==> src/design/wdk_pkg.sv <==
package wdk_pkg;
    // clock and slow oscillator rates
    localparam int CLK_HZ        = 250_000_000;
    localparam int OSC_HZ        = 32_000;
    localparam int OSC_DIV       = CLK_HZ / OSC_HZ;
    // key reset delay, time and derived cycles (rounded up)
    localparam int KEY_DELAY_NS  = 1000;
    localparam int KEY_DELAY_CYC = (KEY_DELAY_NS * (CLK_HZ / 1_000_000)
                                    + 999) / 1000;
    // register index on the plain port
    localparam logic [2:0] ADDR_WATCHDOG_CONTROL = 3'h0;
    localparam logic [2:0] ADDR_RSTF = 3'h1;
    localparam logic [2:0] ADDR_STAT = 3'h2;
    localparam logic [2:0] ADDR_ISTS = 3'h3;
    localparam logic [2:0] ADDR_IMSK = 3'h4;
    // control register layout and reset
    localparam int         KEY_LSB   = 3;
    localparam int         TSEL_LSB  = 0;
    localparam logic [7:0] WATCHDOG_CONTROL_RST  = 8'h53;
    localparam logic [4:0] KEY_EN    = 5'h0a;
    localparam logic [4:0] KEY_DIS   = 5'h15;
    // counter geometry
    localparam int         CNT_W     = 16;
    localparam logic [3:0] TSEL_BASE = 4'h8;
    // status bit positions and port reset value
    localparam int         ST_TO     = 0;
    localparam int         ST_PDF    = 1;
    localparam int         EV_TO     = 0;
    localparam int         EV_KEY    = 1;
    localparam logic [7:0] PORT_RST  = 8'hff;
endpackage

==> src/design/wdk_watchdog.sv <==
`timescale 1ns/100ps
// keyed watchdog with time-out and key-fault resets
module wdk_watchdog
    import wdk_pkg::*;
#(
    parameter int OSC_DIV_P  = OSC_DIV,
    parameter int KEY_DLY_P  = KEY_DELAY_CYC
) (
    // clock and reset
    input  wire logic       clk_sys,
    input  wire logic       rstn,
    // register port
    input  wire logic [2:0] addr,
    input  wire logic [7:0] wdata,
    input  wire logic       wr,
    input  wire logic       rd,
    output logic      [7:0] rdata,
    // core events
    input  wire logic       clear_watchdog_instruction_instr,
    input  wire logic       halt_instr,
    input  wire logic       sleep_idle,
    // reset actions
    output logic            full_reset,
    output logic            pc_sp_clear,
    output logic            port_preset,
    // interrupt
    output logic            irq
);
    localparam int KD = KEY_DLY_P;

    logic             tick;        // slow oscillator enable
    logic [7:0]       watchdog_control_r;      // watchdog_control
    logic [7:0]       watchdog_control_nxt;
    logic             kflag_r;     // key_fault_reset_flag
    logic             kflag_nxt;
    logic             to_r;        // timeout_flag
    logic             to_nxt;
    logic             pdf_r;       // power_down_flag
    logic             pdf_nxt;
    logic [CNT_W-1:0] cnt_r;       // watchdog counter
    logic [CNT_W-1:0] cnt_nxt;
    logic             kpend_r;     // key fault pending
    logic             kpend_nxt;
    logic [15:0]      kdly_r;      // key reset delay count
    logic [15:0]      kdly_nxt;
    logic [1:0]       ists_r;      // sticky interrupt status
    logic [1:0]       ists_nxt;
    logic [1:0]       imsk_r;      // interrupt mask
    logic [1:0]       imsk_nxt;
    logic [7:0]       rdata_nxt;
    logic             frst_nxt;
    logic             pcsp_nxt;
    logic             irq_nxt;
    logic [4:0]       key;         // enable_key_field
    logic [3:0]       bitsel;      // counter bit for the period
    logic             key_bad;
    logic             kfire;       // delayed key reset fires now
    logic             to_evt;      // time-out pulse
    logic             wr_watchdog_control;

    // slow oscillator tick
    wdk_tick_div #(
        .DIV (OSC_DIV_P)
    ) u_div (
        .clk_sys (clk_sys),
        .rstn    (rstn),
        .tick    (tick)
    );

    // decode of control fields
    always_comb begin
        key     = watchdog_control_r[KEY_LSB +: 5];
        bitsel  = TSEL_BASE + {1'b0, watchdog_control_r[TSEL_LSB +: 3]};
        key_bad = (key != KEY_EN) && (key != KEY_DIS);
        kfire   = kpend_r && (kdly_r == 16'h0000);
        wr_watchdog_control = wr && (addr == ADDR_WATCHDOG_CONTROL);
    end

    // next state of counter, flags, registers and resets
    always_comb begin
        watchdog_control_nxt  = watchdog_control_r;
        kflag_nxt = kflag_r;
        to_nxt    = to_r;
        pdf_nxt   = pdf_r;
        cnt_nxt   = cnt_r;
        kpend_nxt = kpend_r;
        kdly_nxt  = kdly_r;
        imsk_nxt  = imsk_r;
        frst_nxt  = 1'b0;
        pcsp_nxt  = 1'b0;
        to_evt    = 1'b0;
        // counting only with the enable key and on a slow tick
        if (key == KEY_EN && tick) begin
            cnt_nxt = cnt_r + CNT_W'(1);
            // first rise of the selected bit is the time-out
            to_evt  = cnt_nxt[bitsel] && !cnt_r[bitsel];
        end
        if (key == KEY_DIS) begin
            cnt_nxt = '0;
            to_evt  = 1'b0;
        end
        // clear instruction: restart counter, drop power-down
        if (clear_watchdog_instruction_instr) begin
            cnt_nxt = '0;
            to_evt  = 1'b0;
            pdf_nxt = 1'b0;
        end
        // halt: restart counter, power-down set, time-out cleared
        if (halt_instr) begin
            cnt_nxt = '0;
            to_evt  = 1'b0;
            pdf_nxt = 1'b1;
            to_nxt  = 1'b0;
        end
        // software writes
        if (wr_watchdog_control) begin
            watchdog_control_nxt = wdata;
        end
        if (wr && addr == ADDR_RSTF && !wdata[0]) begin
            kflag_nxt = 1'b0;
        end
        if (wr && addr == ADDR_IMSK) begin
            imsk_nxt = wdata[1:0];
        end
        // bad key starts the delayed reset and clears the counter
        if (key_bad && !kpend_r) begin
            kpend_nxt = 1'b1;
            kdly_nxt  = 16'(KD - 1);
            cnt_nxt   = '0;
            to_evt    = 1'b0;
        end else if (kpend_r && !kfire) begin
            kdly_nxt  = kdly_r - 16'h0001;
        end
        // time-out handling by mode
        if (to_evt) begin
            to_nxt   = 1'b1;
            cnt_nxt  = '0;
            pcsp_nxt = 1'b1;
            if (!sleep_idle) begin
                frst_nxt = 1'b1;
                watchdog_control_nxt = WATCHDOG_CONTROL_RST;
            end
        end
        // key fault reset fires: full reset and flag, set wins
        if (kfire) begin
            kflag_nxt = 1'b1;
            kpend_nxt = 1'b0;
            frst_nxt  = 1'b1;
            pcsp_nxt  = 1'b1;
            watchdog_control_nxt  = WATCHDOG_CONTROL_RST;
            cnt_nxt   = '0;
        end
    end

    // interrupt status: read clears, events set and win
    always_comb begin
        ists_nxt = ists_r;
        if (rd && addr == ADDR_ISTS) begin
            ists_nxt = 2'b00;
        end
        ists_nxt[EV_TO]  = ists_nxt[EV_TO]  | to_evt;
        ists_nxt[EV_KEY] = ists_nxt[EV_KEY] | kfire;
        irq_nxt = |(ists_nxt & imsk_nxt);
    end

    // read data, valid the cycle after the strobe
    always_comb begin
        rdata_nxt = 8'h00;
        if (rd) begin
            case (addr)
                ADDR_WATCHDOG_CONTROL: rdata_nxt = watchdog_control_r;
                ADDR_RSTF: rdata_nxt = {7'h00, kflag_r};
                ADDR_STAT: rdata_nxt = {6'h00, pdf_r, to_r};
                ADDR_ISTS: rdata_nxt = {6'h00, ists_r};
                ADDR_IMSK: rdata_nxt = {6'h00, imsk_r};
                default:   rdata_nxt = 8'h00;
            endcase
        end
    end

    // state registers; power-on values
    always_ff @(posedge clk_sys or negedge rstn) begin
        if (!rstn) begin
            watchdog_control_r      <= WATCHDOG_CONTROL_RST;
            kflag_r     <= 1'b0;
            to_r        <= 1'b0;
            pdf_r       <= 1'b0;
            cnt_r       <= '0;
            kpend_r     <= 1'b0;
            kdly_r      <= 16'h0000;
            ists_r      <= 2'b00;
            imsk_r      <= 2'b00;
            rdata       <= 8'h00;
            full_reset  <= 1'b1;
            pc_sp_clear <= 1'b1;
            port_preset <= 1'b1;
            irq         <= 1'b0;
        end else begin
            watchdog_control_r      <= watchdog_control_nxt;
            kflag_r     <= kflag_nxt;
            to_r        <= to_nxt;
            pdf_r       <= pdf_nxt;
            cnt_r       <= cnt_nxt;
            kpend_r     <= kpend_nxt;
            kdly_r      <= kdly_nxt;
            ists_r      <= ists_nxt;
            imsk_r      <= imsk_nxt;
            rdata       <= rdata_nxt;
            full_reset  <= frst_nxt;
            pc_sp_clear <= pcsp_nxt;
            port_preset <= frst_nxt;
            irq         <= irq_nxt;
        end
    end
endmodule

==> src/design/wdk_tick_div.sv <==
`timescale 1ns/100ps
// divides the system clock down to one-cycle oscillator tick enables
module wdk_tick_div
    import wdk_pkg::*;
#(
    parameter int DIV = OSC_DIV
) (
    // clock and reset
    input  wire logic clk_sys,
    input  wire logic rstn,
    // one-cycle enable at the slow rate
    output logic      tick
);
    localparam int W = $clog2(DIV);

    logic [W-1:0] cnt_r;   // divider count
    logic [W-1:0] cnt_nxt;
    logic         tick_nxt;

    // wrap at DIV-1 and flag the wrap
    always_comb begin
        tick_nxt = (cnt_r == W'(DIV - 1));
        cnt_nxt  = tick_nxt ? '0 : cnt_r + W'(1);
    end

    // register count and tick
    always_ff @(posedge clk_sys or negedge rstn) begin
        if (!rstn) begin
            cnt_r <= '0;
            tick  <= 1'b0;
        end else begin
            cnt_r <= cnt_nxt;
            tick  <= tick_nxt;
        end
    end
endmodule

==> config.mk <==
export PLATFORM = sky130hd
export DESIGN_NAME = wdk_watchdog
export DESIGN_NICKNAME = d
export VERILOG_FILES = /design/src/design/wdk_pkg.sv /design/src/design/wdk_watchdog.sv /design/src/design/wdk_tick_div.sv
export SDC_FILE = /design/constraint.sdc
export NUM_CORES = 1
export LEC_CHECK = 0
export ABC_AREA = 1
export BUFFER_PORTS_ARGS = -buffer_cell sky130_fd_sc_hd__buf_4
export CAP_MARGIN = 5
export CORE_UTILIZATION = 30
export DETAILED_ROUTE_END_ITERATION = 8
export PLACE_DENSITY = 0.46
export SLEW_MARGIN = 20
export SYNTH_ARGS = -nofsm -noshare
export SYNTH_HDL_FRONTEND = slang
export SYNTH_SLANG_ARGS = --single-unit
export TNS_END_PERCENT = 1
==> constraint.sdc <==
create_clock -name clk_sys -period 2.4 [get_ports clk_sys]
set_input_delay 0.48 -clock clk_sys [delete_from_list [all_inputs] [get_ports clk_sys]]
set_output_delay 0.48 -clock clk_sys [all_outputs]
set_load 0.005 [all_outputs]
==> summary.md <==
| Metric | Value |
|---|---|
| Global-route wire length before repair | `15300 um` |
| Area of the core | `0.0127 mm2` |
| Vias | `3221` |
| Worst setup EP type | `register` |
| Die Footprint | `0.0135 mm2` |
| Initial antenna violation count | `0` |
| Status | `finished clean` |
| Comb pwr share | `16.6%` |
| Die H | `116 um` |
| Yosys reg bits | `73` |
| CP bufs+invs | `1` |
| Fin cells | `708` |
| Ant. Diodes | `0` |
| Reg power frac | `43.7%` |
| DP Wirelength | `6790 um` |
| Max Cap Viol | `0` |
| Family with the most delay on the worst path | `simple AND/OR/NAND/NOR gates` |
| Postcts setup bufs | `0` |
| Site Rows | `41` |
| Crit path max fanout | `16` |
| Worst path max stage delay | `0.54 ns` |
| Drt drc | `0` |
| Ys async rst share | `100%` |
| Per-cell routed wire length | `12.7 um` |
| Placed Area | `0.00435 mm2` |
| Mapped Nets | `515` |
| Worst Setup Path Type | `register to register` |
| P_sw | `0.976 mW` |
| Fin crit share | `88.2%` |
| Int Pwr | `2.37 mW` |
| Worst Path Required | `2.60 ns` |
| Tmin final | `2.12 ns` |
| Root buffer cell | `clkbuf_16` |
| Cell total after placement | `692` |
| Share of total power in the clock network | `39.7%` |
| Clk_lat worst skew | `0.34 ns` |
| Maximum ir drop on the vdd rail | `424 uV` |
| # nets final | `552` |
| Gpl congestion | `0.847` |
| Clk buf depth | `2` |
| FF-to-FF setup slack | `0.28 ns` |
| Post-Synthesis Cell Area | `0.00393 mm2` |
| Layout cell share with drive strength beyond 1 | `17.5%` |
| Final setup vio count | `0` |
| Pwr dens | `721 mW/mm2` |
| CTS tree | `done` |
| Total Routing Usage GR | `14.9%` |
| Type of the worst min-delay path | `input pin to asynchronous set/reset pin` |
| Post-synth cell types | `38` |
| Leading cell types in the layout, fill and taps excluded | `100 x nand2_1, 67 x dfrtp_1, 63 x inv_1, 57 x nor2_1, 44 x nand3_1` |
| Final Slew Violations | `0` |
| Worst-Margin Slew | `0.494 ns` |
| H-Tree Depth | `3` |
| Leakage | `2.12 nW` |
| Max Clock Skew | `0.00684 ns` |
| Width of the die | `116 um` |
| Clk slew on worst S/H paths | `0.05 ns` |
| Fmax | `473 MHz` |
| DRT Wirelength | `9020 um` |
| Total grt overflow | `0` |
| Routed Antenna Nets | `0` |
| Hold_buf cts | `0` |
| Worst relative slew slack | `66.9%` |
| Ys flop type | `dfrtp_1` |
| RR Startpoint | `watchdog_control_r[6]` |
| Post-CTS sizing | `0` |
| Clock buffer count from CTS | `9` |
| Starting Density | `31.0%` |
| Dpl ws | `0.263 ns` |
| Design area | `0.00465 mm2` |
| CTS Sinks | `73` |
| Area contributors post-synth | `dfrtp_1 43%, nand2_1 9.6%, inv_1 6.0%` |
| Sequential area share after synthesis | `46.7%` |
| Top cell type's share of synthesized area | `42.7%` |
| Vias in the first global route | `3192` |
| RSZ-0062 raised after global routing | `no` |
| First-pass detailed-route iteration total | `4` |
| CP startpoint kind | `register` |
| Syn-to-layout area delta | `18.4%` |
| RR Endpoint | `cnt_r[1]` |
| YS warnings | `0` |
| # IOs | `30` |
| Final Hold Viols | `0` |
| Largest net degree at the start of global routing | `31` |
| DR iter-0 viols | `168` |
| R2R cell count | `9` |
| Slowest CP cell | `dfstp_2` |
| Syn Area/Cell | `7.95 um2` |
| Synth area leader | `dfrtp_1` |
| Syn Inst Count | `494` |
| Commonest non-fill, non-tap cell in the layout | `nand2_1` |
| Setup_tns | `0 ns` |
| Critical path arrival | `2.32 ns` |
| Via density | `4.55` |
| Final worst slack | `0.284 ns` |
| IO Port Bufs | `29` |
| Sw Share | `29.1%` |
| EDFF count, synth | `0` |
| Worst-path cell chain | `nand3_1, nor3_2, nand2_1, clkinv_1, nand3_1, nor3_2, nand3_4, nand2_4, a21oi_1` |
## worst max-delay path by stage
stage	start	end	slack, ns	depth (start not counted)
6_report	watchdog_control_r[6]	cnt_r[1]	0.28	9
3_5_place_dp	kdly_r[0]	watchdog_control_r[6]	0.26	12
3_3_place_gp	kdly_r[0]	watchdog_control_r[1]	0.30	12
5_1_grt	watchdog_control_r[6]	cnt_r[12]	0.02	9
2_1_floorplan	kdly_r[0]	kdly_r[12]	0.57	12
4_1_cts	kdly_r[0]	watchdog_control_r[1]	0.24	12
## sequential cells by signal, indices dropped and copies added (netlist names)
signal              cells
cnt_r                  16
irq                     1
watchdog_control_r      8
u_div.tick              1
kpend_r                 1
port_preset             1
kdly_r                 16
u_div.cnt_r            13
pdf_r                   1
to_r                    1
ists_r                  2
pc_sp_clear             1
imsk_r                  2
kflag_r                 1
rdata                   8
## metrics by stage
| step | total power, mW | util, % | hold slack, ns |
|---|---|---|---|
| floorplan | 1.85 | - | 0.184 |
| global placement | 2.04 | 34.3 | 0.441 |
| detailed placement | 2.04 | 34.3 | 0.441 |
| CTS | 3.40 | 36.6 | 0.0752 |
| global route | 3.56 | 36.7 | 0.0872 |
| finish | 3.35 | 36.7 | 0.0689 |
## cells in the mapped netlist, drive strengths merged, types with 4 or more instances
cell and count:
dfrtp 67, nor2 72, inv 66, nor3 16, nand2 110, dfstp 6, nand3 45, nor4 5
a21oi 20, xor2 9, buf 4, nand4 11, o21ai 36
## logic make-up (layout without fill, tap and decap cells)
kind of cell | count (synthesis) | after routing | share of synthesized area, %
AO/OA/AOI/OAI | 66 | 66 | 9.28
XOR/XNOR | 11 | 11 | 2.45
adder cells (fa/ha/maj) | 3 | 3 | 0.956
buffers and inverters | 73 | 115 | 7.62
flip-flops | 73 | 73 | 46.7
multiplexers | 3 | 3 | 0.861
AND/OR/NAND/NOR | 265 | 265 | 32.1
## metal layers
metal  track usage, %  up-vias  wire length, um
li1                 -     1681                -
met1             19.0     1492             4390
met2             23.8       40             4230
met3             4.83        8              319
met4             4.96        0               85
met5                0        -                0
## power by group through the flow
| stage | Clock, mW | Combinational (mW) | Sequential [mW] |
|---|---|---|---|
| 6_report | 1.33 | 0.556 | 1.46 |
| 5_1_grt | 1.44 | 0.642 | 1.48 |
| 3_3_place_gp | 0 | 0.560 | 1.48 |
| 2_1_floorplan | 0 | 0.404 | 1.45 |
| 4_1_cts | 1.38 | 0.560 | 1.46 |
| 3_5_place_dp | 0 | 0.557 | 1.48 |
## layout make-up
cell class	instances	area, um2
tap	172	215
multi-input combinational	348	1800
sequential	73	1830
timing repair buffer	32	253
clock buffer	11	243
inverter	67	251
fill	1335	8020
clock inverter	5	55.1
Power figures use the tool's default switching activity.
